--- src/logic/pi_loop_regs_pkg.sv ---
// constants for the current-loop gain and integral register bank
package pi_loop_regs_pkg;

	// --------------------------------------------------------------
	// data widths
	// --------------------------------------------------------------
	localparam int WORD_W = 32;
	localparam int GAIN_W = 16;
	localparam int ACC_W = 64;
	localparam int ACC_FRAC_BITS = 63;
	localparam int REG_ADDR_W = 8;
	localparam int AXES = 2;

	// --------------------------------------------------------------
	// byte offsets of the registers
	// --------------------------------------------------------------
	localparam logic [7:0] OFF_D_KI = 8'h00;
	localparam logic [7:0] OFF_D_KP = 8'h04;
	localparam logic [7:0] OFF_Q_KI = 8'h08;
	localparam logic [7:0] OFF_Q_KP = 8'h0c;
	localparam logic [7:0] OFF_D_HIGH = 8'h10;
	localparam logic [7:0] OFF_D_MID = 8'h14;
	localparam logic [7:0] OFF_Q_HIGH = 8'h18;
	localparam logic [7:0] OFF_Q_MID = 8'h1c;

	// --------------------------------------------------------------
	// field positions
	// --------------------------------------------------------------
	localparam int GAIN_MSB = 15;
	localparam int HIGH_LSB = 32;
	localparam int HIGH_MSB = 63;
	localparam int MID_LSB = 16;
	localparam int MID_MSB = 31;
	localparam int LOW_MSB = 15;
	localparam int AXIS_D = 0;
	localparam int AXIS_Q = 1;

	// --------------------------------------------------------------
	// reset values
	// --------------------------------------------------------------
	localparam logic [15:0] GAIN_RST = 16'h0000;
	localparam logic [63:0] ACC_RST = 64'h0000_0000_0000_0000;
	localparam logic [31:0] WORD_ZERO = 32'h0000_0000;
	localparam logic [15:0] HALF_ZERO = 16'h0000;

endpackage

--- src/logic/pi_loop_regs.sv ---
// gain and integral-term register bank for the dq current loops
`timescale 1ns/1ps
`default_nettype none

module pi_loop_regs #(
	parameter int ADDR_W = 8
) (
	// clock and reset
	input wire logic sys_clk_in,
	input wire logic rst_n_in,
	// register port
	input wire logic [ADDR_W-1:0] reg_addr_in,
	input wire logic [pi_loop_regs_pkg::WORD_W-1:0] reg_wdata_in,
	input wire logic reg_wr_in,
	input wire logic reg_rd_in,
	output logic [pi_loop_regs_pkg::WORD_W-1:0] reg_rdata_out,
	// gains toward the loop arithmetic
	output logic [pi_loop_regs_pkg::GAIN_W-1:0] d_ki_field_out,
	output logic [pi_loop_regs_pkg::GAIN_W-1:0] d_kp_field_out,
	output logic [pi_loop_regs_pkg::GAIN_W-1:0] q_ki_field_out,
	output logic [pi_loop_regs_pkg::GAIN_W-1:0] q_kp_field_out,
	// accumulator write-back from the loop arithmetic
	input wire logic d_accum_load_in,
	input wire logic [pi_loop_regs_pkg::ACC_W-1:0] d_accum_next_in,
	input wire logic q_accum_load_in,
	input wire logic [pi_loop_regs_pkg::ACC_W-1:0] q_accum_next_in,
	// running integrals and preset pulses
	output logic [pi_loop_regs_pkg::ACC_W-1:0] d_integral_accumulator_out,
	output logic [pi_loop_regs_pkg::ACC_W-1:0] q_integral_accumulator_out,
	output logic d_preset_out,
	output logic q_preset_out
);
	import pi_loop_regs_pkg::*;

	// --------------------------------------------------------------
	// parameter check
	// --------------------------------------------------------------
	generate
		if (ADDR_W < REG_ADDR_W) begin : g_bad_addr
			$error("ADDR_W too narrow for the register map");
		end
	endgenerate

	// --------------------------------------------------------------
	// address decode
	// --------------------------------------------------------------
	logic [REG_ADDR_W-1:0] addr_low;
	logic addr_top_zero;
	logic hit_d_ki;
	logic hit_d_kp;
	logic hit_q_ki;
	logic hit_q_kp;
	logic [AXES-1:0] hit_high;
	logic [AXES-1:0] hit_mid;
	logic [AXES-1:0] wr_high;
	logic [AXES-1:0] wr_mid;
	logic [AXES-1:0] load_in;
	logic [ACC_W-1:0] next_in [AXES];
	logic [ACC_W-1:0] accum_q [AXES];
	logic [ACC_W-1:0] accum_d [AXES];
	logic [AXES-1:0] preset_q;

	// split address; upper bits must be zero for any hit
	always_comb begin
		addr_low = reg_addr_in[REG_ADDR_W-1:0];
		addr_top_zero = 1'b1;
		for (int b = REG_ADDR_W; b < ADDR_W; b++) begin
			if (reg_addr_in[b]) begin
				addr_top_zero = 1'b0;
			end
		end
	end

	// register selects
	assign hit_d_ki = addr_top_zero && (addr_low == OFF_D_KI);
	assign hit_d_kp = addr_top_zero && (addr_low == OFF_D_KP);
	assign hit_q_ki = addr_top_zero && (addr_low == OFF_Q_KI);
	assign hit_q_kp = addr_top_zero && (addr_low == OFF_Q_KP);
	assign hit_high[AXIS_D] = addr_top_zero && (addr_low == OFF_D_HIGH);
	assign hit_high[AXIS_Q] = addr_top_zero && (addr_low == OFF_Q_HIGH);
	assign hit_mid[AXIS_D] = addr_top_zero && (addr_low == OFF_D_MID);
	assign hit_mid[AXIS_Q] = addr_top_zero && (addr_low == OFF_Q_MID);
	assign wr_high = hit_high & {AXES{reg_wr_in}};
	assign wr_mid = hit_mid & {AXES{reg_wr_in}};

	// engine write-back gathered per axis
	assign load_in[AXIS_D] = d_accum_load_in;
	assign load_in[AXIS_Q] = q_accum_load_in;
	assign next_in[AXIS_D] = d_accum_next_in;
	assign next_in[AXIS_Q] = q_accum_next_in;

	// --------------------------------------------------------------
	// gain registers
	// --------------------------------------------------------------
	// d integral gain, full 16-bit range
	always_ff @(posedge sys_clk_in) begin
		if (!rst_n_in) begin
			d_ki_field_out <= GAIN_RST;
		end else if (reg_wr_in && hit_d_ki) begin
			d_ki_field_out <= reg_wdata_in[GAIN_MSB:0];
		end
	end

	// d proportional gain
	always_ff @(posedge sys_clk_in) begin
		if (!rst_n_in) begin
			d_kp_field_out <= GAIN_RST;
		end else if (reg_wr_in && hit_d_kp) begin
			d_kp_field_out <= reg_wdata_in[GAIN_MSB:0];
		end
	end

	// q integral gain
	always_ff @(posedge sys_clk_in) begin
		if (!rst_n_in) begin
			q_ki_field_out <= GAIN_RST;
		end else if (reg_wr_in && hit_q_ki) begin
			q_ki_field_out <= reg_wdata_in[GAIN_MSB:0];
		end
	end

	// q proportional gain
	always_ff @(posedge sys_clk_in) begin
		if (!rst_n_in) begin
			q_kp_field_out <= GAIN_RST;
		end else if (reg_wr_in && hit_q_kp) begin
			q_kp_field_out <= reg_wdata_in[GAIN_MSB:0];
		end
	end

	// --------------------------------------------------------------
	// integral accumulators, one per axis
	// --------------------------------------------------------------
	generate
		for (genvar i = 0; i < AXES; i++) begin : g_axis
			// software preset overrides engine write-back in one cycle
			always_comb begin
				accum_d[i] = accum_q[i];
				if (load_in[i]) begin
					accum_d[i] = next_in[i];
				end
				if (wr_high[i]) begin
					accum_d[i][HIGH_MSB:HIGH_LSB] = reg_wdata_in;
				end
				if (wr_mid[i]) begin
					accum_d[i][MID_MSB:MID_LSB] = reg_wdata_in[MID_MSB:MID_LSB];
					accum_d[i][LOW_MSB:0] = HALF_ZERO;
				end
			end

			// accumulator store
			always_ff @(posedge sys_clk_in) begin
				if (!rst_n_in) begin
					accum_q[i] <= ACC_RST;
				end else begin
					accum_q[i] <= accum_d[i];
				end
			end

			// one-cycle pulse after any software preset
			always_ff @(posedge sys_clk_in) begin
				if (!rst_n_in) begin
					preset_q[i] <= 1'b0;
				end else begin
					preset_q[i] <= wr_high[i] | wr_mid[i];
				end
			end
		end
	endgenerate

	// outputs taken straight from the stores
	assign d_integral_accumulator_out = accum_q[AXIS_D];
	assign q_integral_accumulator_out = accum_q[AXIS_Q];
	assign d_preset_out = preset_q[AXIS_D];
	assign q_preset_out = preset_q[AXIS_Q];

	// --------------------------------------------------------------
	// read data
	// --------------------------------------------------------------
	// one cycle after the strobe only; unmapped reads return zero
	always_ff @(posedge sys_clk_in) begin
		if (!rst_n_in) begin
			reg_rdata_out <= WORD_ZERO;
		end else if (!reg_rd_in || !addr_top_zero) begin
			reg_rdata_out <= WORD_ZERO;
		end else begin
			unique case (addr_low)
				OFF_D_KI: begin
					reg_rdata_out <= {HALF_ZERO, d_ki_field_out};
				end
				OFF_D_KP: begin
					reg_rdata_out <= {HALF_ZERO, d_kp_field_out};
				end
				OFF_Q_KI: begin
					reg_rdata_out <= {HALF_ZERO, q_ki_field_out};
				end
				OFF_Q_KP: begin
					reg_rdata_out <= {HALF_ZERO, q_kp_field_out};
				end
				OFF_D_HIGH: begin
					reg_rdata_out <= accum_q[AXIS_D][HIGH_MSB:HIGH_LSB];
				end
				OFF_D_MID: begin
					reg_rdata_out <= {accum_q[AXIS_D][MID_MSB:MID_LSB], HALF_ZERO};
				end
				OFF_Q_HIGH: begin
					reg_rdata_out <= accum_q[AXIS_Q][HIGH_MSB:HIGH_LSB];
				end
				OFF_Q_MID: begin
					reg_rdata_out <= {accum_q[AXIS_Q][MID_MSB:MID_LSB], HALF_ZERO};
				end
				default: begin
					reg_rdata_out <= WORD_ZERO;
				end
			endcase
		end
	end
endmodule

`default_nettype wire

--- config.mk ---
export PLATFORM = sky130hd
export DESIGN_NAME = pi_loop_regs
export DESIGN_NICKNAME = d
export VERILOG_FILES = /design/src/logic/pi_loop_regs_pkg.sv /design/src/logic/pi_loop_regs.sv
export SDC_FILE = /design/constraint.sdc
export NUM_CORES = 1
export LEC_CHECK = 0
export BUFFER_PORTS_ARGS = -buffer_cell sky130_fd_sc_hd__buf_2
export CAP_MARGIN = 25
export CORE_AREA = 2 2 155 157
export DETAILED_ROUTE_END_ITERATION = 10
export DIE_AREA = 0 0 157 159
export PLACE_DENSITY = 0.73
export SLEW_MARGIN = 15
export SYNTH_ARGS = -nofsm -noshare
export SYNTH_HDL_FRONTEND = slang
export SYNTH_SLANG_ARGS = --single-unit
export TNS_END_PERCENT = 10
--- constraint.sdc ---
create_clock -name sys_clk_in -period 2.65 [get_ports sys_clk_in]
set_input_delay 0.53 -clock sys_clk_in [delete_from_list [all_inputs] [get_ports sys_clk_in]]
set_output_delay 0.53 -clock sys_clk_in [all_outputs]
set_load 0.02 [all_outputs]
==> results of run 1 <==
==> power breakdown <==
part / leakage (nW) / switching (mW) / internal (mW) / total [mW]
Clock: 0.374 / 1.37 / 1.89 / 3.26
Combinational: 4.86 / 0.558 / 0.452 / 1.01
Sequential: 1.85 / 0.0887 / 3.52 / 3.61
==> per-stage QoR <==
stage	setup WS (ps)	area, sq um	std cells	total power [mW]	hold slack [ps]
detailed placement	289.2	12430	1607	4.688	478.9
CTS	820.4	13190	1649	7.942	231.4
finish	760.1	13200	1653	7.877	253.0
global placement	365.5	12430	1607	4.673	469.3
floorplan	845.2	10140	937	4.266	569.3
global route	703.5	13200	1652	8.164	252.0
==> kinds of logic (layout without fill, tap and decap cells) <==
group                  Yosys count  in the layout  share of synthesized area
DFF                            226            226                     0.4461
AOI/OAI and AO/OA              143            143                     0.1293
other                            0              4                          0
and+or+nand+nor                255            255                     0.1284
muxes                          230            230                     0.2523
buffers and inverters           83            476                    0.04392
==> placed cells by master, fill, tap and decap left out, types with 2 or more instances in the layout <==
| master | n |
|---|---|
| sky130_fd_sc_hd__buf_2 | 396 |
| sky130_fd_sc_hd__dfxtp_1 | 226 |
| sky130_fd_sc_hd__mux2i_1 | 205 |
| sky130_fd_sc_hd__nand2_1 | 103 |
| sky130_fd_sc_hd__o211a_1 | 96 |
| sky130_fd_sc_hd__nor2b_1 | 80 |
| sky130_fd_sc_hd__nor2_1 | 41 |
| sky130_fd_sc_hd__buf_4 | 27 |
| sky130_fd_sc_hd__clkbuf_16 | 25 |
| sky130_fd_sc_hd__mux4_2 | 20 |
| sky130_fd_sc_hd__a22oi_1 | 8 |
| sky130_fd_sc_hd__o22ai_1 | 6 |
| sky130_fd_sc_hd__clkbuf_8 | 6 |
| sky130_fd_sc_hd__clkbuf_1 | 6 |
| sky130_fd_sc_hd__buf_12 | 6 |
| sky130_fd_sc_hd__and2_1 | 5 |
| sky130_fd_sc_hd__inv_1 | 5 |
| sky130_fd_sc_hd__mux2_2 | 5 |
| sky130_fd_sc_hd__a21oi_1 | 5 |
| sky130_fd_sc_hd__diode_2 | 4 |
| sky130_fd_sc_hd__nand3_1 | 4 |
| sky130_fd_sc_hd__and4b_1 | 3 |
| sky130_fd_sc_hd__and2b_1 | 3 |
| sky130_fd_sc_hd__a221oi_1 | 3 |
| sky130_fd_sc_hd__o21ai_0 | 3 |
| sky130_fd_sc_hd__a2bb2oi_1 | 3 |
| sky130_fd_sc_hd__clkinv_2 | 3 |
| sky130_fd_sc_hd__nand4_1 | 2 |
| sky130_fd_sc_hd__and3_1 | 2 |
| sky130_fd_sc_hd__a31oi_1 | 2 |
| sky130_fd_sc_hd__a222oi_1 | 2 |
| sky130_fd_sc_hd__nand3b_1 | 2 |
| sky130_fd_sc_hd__o221ai_1 | 2 |
| sky130_fd_sc_hd__o32a_1 | 2 |
| sky130_fd_sc_hd__a22o_1 | 2 |
| sky130_fd_sc_hd__a32oi_1 | 2 |
| sky130_fd_sc_hd__nand4_2 | 2 |
| sky130_fd_sc_hd__a21boi_0 | 2 |
==> registers in the layout (all words and copies together) (netlist names) <==
| signal | cells |
|---|---|
| reg_rdata_out | 32 |
| accum_q | 128 |
| q_kp_field_out | 16 |
| d_ki_field_out | 16 |
| q_preset_out | 1 |
| d_kp_field_out | 16 |
| d_preset_out | 1 |
| q_ki_field_out | 16 |
==> cell type report <==
| type | count | area, sq um |
|---|---|---|
| Antenna cell | 4 | 10.01 |
| Clock buffer | 37 | 730.7 |
| Clock inverter | 5 | 31.28 |
| Fill cell | 2081 | 9993 |
| Inverter | 5 | 18.77 |
| Multi-Input combinational cell | 628 | 5180 |
| Sequential cell | 226 | 4524 |
| Tap cell | 319 | 399.1 |
| Timing Repair Buffer | 429 | 2305 |
==> layer usage <==
| metal | vias to the layer above | track usage | share of wire |
|---|---|---|---|
| li1 | 4141 | - | - |
| met1 | 4202 | 0.3121 | 0.40 |
| met2 | 375 | 0.4541 | 0.50 |
| met3 | 65 | 0.04763 | 0.069 |
| met4 | 2 | 0.08257 | 0.030 |
| met5 | - | 0 | 0.00033 |
==> worst min-delay path: stages <==
cell,delay (ps)
sky130_fd_sc_hd__buf_2,80
sky130_fd_sc_hd__mux2i_1,50
sky130_fd_sc_hd__nor2_1,70
==> final timing paths <==
check	endpoint	from	slack, ps	cells after the start
worst min-delay path	accum_q[0][11]$_SDFFE_PP0P_	d_accum_next_in[11]	250	3
worst max-delay path	d_ki_field_out[12]$_SDFFE_PN0P_	reg_addr_in[5]	760	5
worst max register to register	reg_rdata_out[10]$_SDFF_PN0_	q_kp_field_out[10]$_SDFFE_PN0P_	1490	4
worst min register to register	accum_q[0][14]$_SDFFE_PP0P_	accum_q[0][14]$_SDFFE_PP0P_	490	2
==> results, run 1 <==
- The most used flip-flop cell after synthesis is sky130_fd_sc_hd__dfxtp_1.
- The number of global-route vias before repair is 8,594.
- The total number of vias is 8,785.
- At the worst endpoint, the arrival time is 2290 ps.
- The number of buffers created by CTS is 25.
- The worst path needs 1890 ps of the cycle, external delays included.
- The distinct cell type count after synthesis is 47.
- Data on the critical path is required at its endpoint by 3050 ps.
- Entering global routing, the biggest net connects 74 pins.
- The half-perimeter wire length after detailed placement is 24,220 microns.
- The layout overhead on the synthesized area is 30.14%.
- The post-synthesis register bit count is 226.
- In this design, the stage delay of the slowest critical-path cell is 680 ps.
- Of the cells placed in the final design, the portion with a size suffix greater than 1 is 0.3752.
- The slowest cell on the critical path is sky130_fd_sc_hd__and3b_2.
- The number of violations reported at the end of detailed-routing iteration 0 is 466.
- The area of the mapped netlist is 10,140 sq um.
- Pin placement for this block handled 400 I/O pins.
- The share of async-settable or async-resettable flops after synthesis is 0.
- The sum of buffers and inverters on the critical path is 1.
- The power per unit of standard cell area is 596.8 nW/um^2.
- The final worst clock skew is 12.27 ps.
- The number of buffers inserted to repair setup after CTS is 0.
- In this run the remaining antenna-violating nets after routing total 0.
- The final max-slew violation count was 0.
- The clock root buffer is sky130_fd_sc_hd__clkbuf_16.
- Setup repair after global routing left no endpoint under its margin.
- The total overflow left after global routing is 0.
- After detailed routing, the number of vias per cell comes to 5.315.
- During synthesis, Yosys emitted a total of 0 warnings.
- The count of buffers from port buffering is 399.
- The global-route usage over all layers is 0.2565.
- The worst-case IR drop observed on VDD is 0.4416 mV.
- The total iterations of the first detailed-routing run is 5.
- Counting flops with a built-in enable in the synthesized netlist gives 0.
- After clock tree synthesis, the clock-pin slew on the worst setup and hold paths is 60 ps.
- The fraction of the core area covered by cells at the end of the flow is 0.5691.
- In this run the worst path has a maximum fanout of 16.
- STA classifies the critical path startpoint as a primary input.
- The TritonCTS clock tree is yes.
- For this run, the post-layout net count is 1,489.
- The die is 159 microns tall.
- Counting every instance in the synthesized netlist gives 937.
- The H-tree level count is 1.
- The startpoint-to-endpoint class of the critical path is in -> reg.
- The cell family contributing the most delay on the critical path is simple AND/OR/NAND/NOR gates.
- In the post-synthesis netlist, the biggest area contributors are sky130_fd_sc_hd__dfxtp_1, sky130_fd_sc_hd__mux2i_1, sky130_fd_sc_hd__o211a_1.
- Walking the worst path, the cells encountered are buf_2 -> nor4b_4 -> and3b_2 -> mux2i_1 -> nor2b_1.
- In this run the tightest slew margin relative to its limit is 0.5485.
- The leakage power total is 7.077 nW.
- Post-CTS repair changed the size of 0 cells.
- The final number of setup-violating endpoints is 0.
- The wire length reported by the detailed router is 33,470 microns.
- Of the available clock period, the critical path in the final layout requires 0.7132.
- The wire length of the first global-routing pass is 50,090 microns.
- The most instantiated library cell after synthesis is sky130_fd_sc_hd__dfxtp_1.
- The width of the die is 157 microns.
- The min-delay analysis places its worst path in the category in -> reg.
- The run finished with clean final reports.
- A synthesized cell averages 10.82 sq um.
- Of the post-synthesis cell area, the dominant cell type holds 0.4461.
- The final count of hold timing violations came to 0.
- For the pin with the worst max-slew slack, the measured transition is 677.2 ps.
- The critical path capture point type is a flip-flop.
- Of the synthesized area, sequential elements account for 0.4461.
- For the final routed database, the setup TNS stands at 0 ps.
- The full die area is 24,960 sq um.
- The clock latency reported for the late side of the worst-skew pair is 520 ps.
- The clock net in this run drives a total of 226 sinks.
- The number of antenna violations at the first check in global routing is 6.
- The highest achievable clock rate is 529.1 MHz.
- The site row count is 56.
- In this run, post-CTS hold repair placed 0 buffers.
- Routability-driven placement finished with a final weighted congestion of 0.8285.
- The net count after synthesis is 1,111.
- The maximum buffer depth of the clock tree is 3.
- The region available for standard cell placement spans 23,190 sq um.
- The count of max-cap constraint violations is 0.
- Dividing the detail-routed wire length by the instance count gives 20.25 microns.
- For this run, design rule violations remaining after detail routing come to 0.
- The cell accounting for the most synthesized area is sky130_fd_sc_hd__dfxtp_1.
- The initial standard-cell utilization of the core is 0.4373.
- Sorting the synthesized cells by how often they occur yields sky130_fd_sc_hd__dfxtp_1, sky130_fd_sc_hd__mux2i_1, sky130_fd_sc_hd__nand2_1.
Note: power is estimated with default switching activity, not from simulation.
==> inputs of run 2 (changes only) <==
--- a/config.mk
+++ b/config.mk
@@ -7,10 +7,10 @@
 export LEC_CHECK = 0
 export BUFFER_PORTS_ARGS = -buffer_cell sky130_fd_sc_hd__buf_2
 export CAP_MARGIN = 25
-export CORE_AREA = 2 2 155 157
+export CORE_AREA = 2 2 156 158
 export DETAILED_ROUTE_END_ITERATION = 10
-export DIE_AREA = 0 0 157 159
-export PLACE_DENSITY = 0.73
+export DIE_AREA = 0 0 158 160
+export PLACE_DENSITY = 0.72
 export SLEW_MARGIN = 15
 export SYNTH_ARGS = -nofsm -noshare
 export SYNTH_HDL_FRONTEND = slang
==> constraint.sdc (replaced) <==
create_clock -name sys_clk_in -period 2 [get_ports sys_clk_in]
set_input_delay 0.4 -clock sys_clk_in [delete_from_list [all_inputs] [get_ports sys_clk_in]]
set_output_delay 0.4 -clock sys_clk_in [all_outputs]
set_load 0.02 [all_outputs]
==> results, run 2 (synthesis gave the netlist of run 1 again) <==
- The flow ran to the end, and the final reports show no timing, DRC or antenna violations.
- STA classifies the critical path endpoint as an output pin.
- The detail-routed net length per standard cell is 20.00 microns (-1.2%).
- The slack of the worst reg-to-reg path was 860 ps (-630 ps).
- The actual slew at the worst max-slew pin came to 521.7 ps (-155.5 ps).
- The hold buffer count at cts came to 0 (unchanged).
- The sum of buffers and inverters on the critical path is 1 (unchanged).
- The clock transition at the registers of the reported paths is 60 ps (about the same).
- The number of sinks driven by the clock tree is 226 (unchanged).
- The delay of the slowest cell on the worst path was 420 ps (-260 ps).
- The wire length of the first global-routing pass is 49,850 microns (-0.48%).
- The headroom to the max-slew limit is 0.6522 (+0.1037).
- For this run, the top clock speed supported by timing is 650.0 MHz.
- The count of buffers from port buffering is 399 (unchanged).
- The final design instance area without fill is 13,480 sq um (+2.1%).
- The power per unit of standard cell area came to 788.9 nW/um^2 (+32%).
- The number of flip-flops under the largest register name is 128 (unchanged).
- The number of antenna violations at the first check in global routing is 5 (-1).
- The vertical die dimension came to 160 microns (+0.63%).
- The register area is 4524 sq um (unchanged).
- The number of global-route vias before repair is 8,684 (+1.0%).
- The site row count is 57 (+1.8%).
- The initial standard-cell utilization of the core was 0.4258 (-0.01153).
- The H-tree level count is 1 (unchanged).
- The global placer's final weighted congestion is 0.9009 (+8.7%).
- Setup repair after global routing left no endpoint under its margin.
- The library cell used most frequently in the layout, excluding fill and tap cells, is sky130_fd_sc_hd__buf_2.
- Broken down by cell family, the worst path's largest delay share belongs to flip-flops.
- The full die area is 25,280 sq um (+1.3%).
- The overall power of the completed layout is 10.63 mW (+35%).
- The top register by number of flip-flops is accum_q.
- The total negative slack was 0 ps (unchanged).
- The arrival time of data at the critical path endpoint is 1140 ps (-1150 ps).
- The number of violations reported at the end of detailed-routing iteration 0 is 470 (+0.86%).
- The post-CTS resize count is 0 (unchanged).
- The startpoint-to-endpoint class of the critical path is reg -> out.
- For the finished layout, the period the worst path requires is 1538 ps.
- The top fanout value on the critical path is 3 (-13).
- TritonCTS built the clock tree.
- The ratio of cells with drive above 1 in the final layout was 0.3850 (+0.009827).
- The final worst clock skew is 14.53 ps (+2.258 ps).
- The required time of the critical path was 1600 ps (-1450 ps).
- The leftover overflow at the end of global routing is 0 (unchanged).
- Traced cell by cell, the critical path runs through buf_2.
- For this design, the slowest cell found on the critical path is sky130_fd_sc_hd__dfxtp_1.
- The number of buffers created by CTS is 24 (-4.0%).
- The final count of hold timing violations was 0 (unchanged).
- The final max-slew violation count is 0 (unchanged).
- The total number of vias came to 8,772 (-0.15%).
- The number of nets at the end of the flow is 1,507 (+1.2%).
- The clock root buffer is sky130_fd_sc_hd__clkbuf_16.
- The total iterations of the first detailed-routing run was 5 (unchanged).
- The final number of setup-violating endpoints is 0 (unchanged).
- The final cell count without fillers is 1,677 (+1.5%).
- The kind of path behind the tightest hold check is in -> reg.
- The top cell types in the final layout, fill and taps aside, are sky130_fd_sc_hd__buf_2, sky130_fd_sc_hd__dfxtp_1, sky130_fd_sc_hd__mux2i_1, sky130_fd_sc_hd__nand2_1, sky130_fd_sc_hd__o211a_1.
- The count of max-cap constraint violations came to 0 (unchanged).
- The boundary pin count was 400 (unchanged).
- The largest net degree at the start of global routing is 114 (+54%).
- The detail-routed via count per cell came to 5.231 (-1.6%).
- The largest registers in the layout are accum_q: 128 flops, reg_rdata_out: 32 flops.
- The detailed-route DRC error count is 0 (unchanged).
- The cell area after placement is 12,660 sq um (+1.9%).
- The clock latency reported for the late side of the worst-skew pair was 520 ps (about the same).
- The leakage power total is 7.222 nW (+2.1%).
- The layout overhead on the synthesized area is 32.86%.
- The post-placement cell count came to 1,631 (+1.5%).
- The worst ir drop on vdd is 0.6477 mV (+47%).
- The maximum buffer depth of the clock tree was 3 (unchanged).
- The width of the die is 158 microns (+0.64%).
- The global-route usage over all layers is 0.2526 (-0.003933).
- The footprint of the multi-input gates came to 5180 sq um (unchanged).
- The core box area came to 23,820 sq um (+2.7%).
- The fraction of the core area covered by cells at the end of the flow is 0.5657 (-0.003398).
- The half-perimeter wire length after detailed placement is 24,490 microns (+1.1%).
- The number of buffers inserted to repair setup after CTS is 0 (unchanged).
- The fraction of the cycle the final worst path needs is 0.7692.
- The wire length reported by the detailed router is 33,550 microns (+0.22%).
- The number of routed nets with antenna violations is 0 (unchanged).
- The count of fill cells added during filler insertion is 2,174 (+4.5%).
- The element type at the critical path start is a flip-flop.
==> run 2: cell count changes in the layout (fill, tap and decap cells not counted), sizes merged <==
cell / delta
buf: +19
bufinv: +1
clkinv: -1
clkinvlp: -1
diode: +1
==> run 2: worst paths after layout <==
path | to | from | cells past startpoint
worst max-delay path | q_integral_accumulator_out[47] | accum_q[1][47]$_SDFFE_PN0P_ | 1
worst min-delay path | accum_q[0][5]$_SDFFE_PP0P_ | d_accum_next_in[5] | 3
worst max register to register | reg_rdata_out[8]$_SDFF_PN0_ | q_kp_field_out[8]$_SDFFE_PN0P_ | 4
worst min register to register | accum_q[1][4]$_SDFFE_PP0P_ | accum_q[1][4]$_SDFFE_PP0P_ | 2
==> run 2: report_power, final <==
part / total (mW) / internal [mW] / switching [mW]
Clock: 4.48 / 2.69 / 1.79
Combinational: 1.36 / 0.620 / 0.739
Sequential: 4.79 / 4.66 / 0.127
==> run 2: metrics by stage <==
stage                     hold slack (ps)  setup WS, ps
final                               124.0         461.6
after global placement              466.9         142.1
after floorplan                     547.7         325.2
after detailed placement            475.9         115.9
after CTS                           108.3         444.1
after global routing                114.6         433.5
==> run 2: per-layer routing <==
metal  up-vias  global-route usage  part of all wire
met2       374              0.4540              0.50
li1       4180                   -                 -
met5         -                   0                 0
met3        51             0.06133             0.090
met1      4167              0.2948              0.38
met4         0             0.07494             0.021
==> run 2: cell type report <==
| class | instances | share of cell area |
|---|---|---|
| Multi-Input combinational cell | 628 | 0.3844 |
| Sequential cell | 226 | 0.3357 |
| Timing Repair Buffer | 448 | 0.1881 |
| Clock buffer | 37 | 0.05571 |
| Tap cell | 324 | 0.03008 |
| Clock inverter | 4 | 0.003621 |
| Inverter | 5 | 0.001393 |
| Antenna cell | 5 | 0.0009285 |
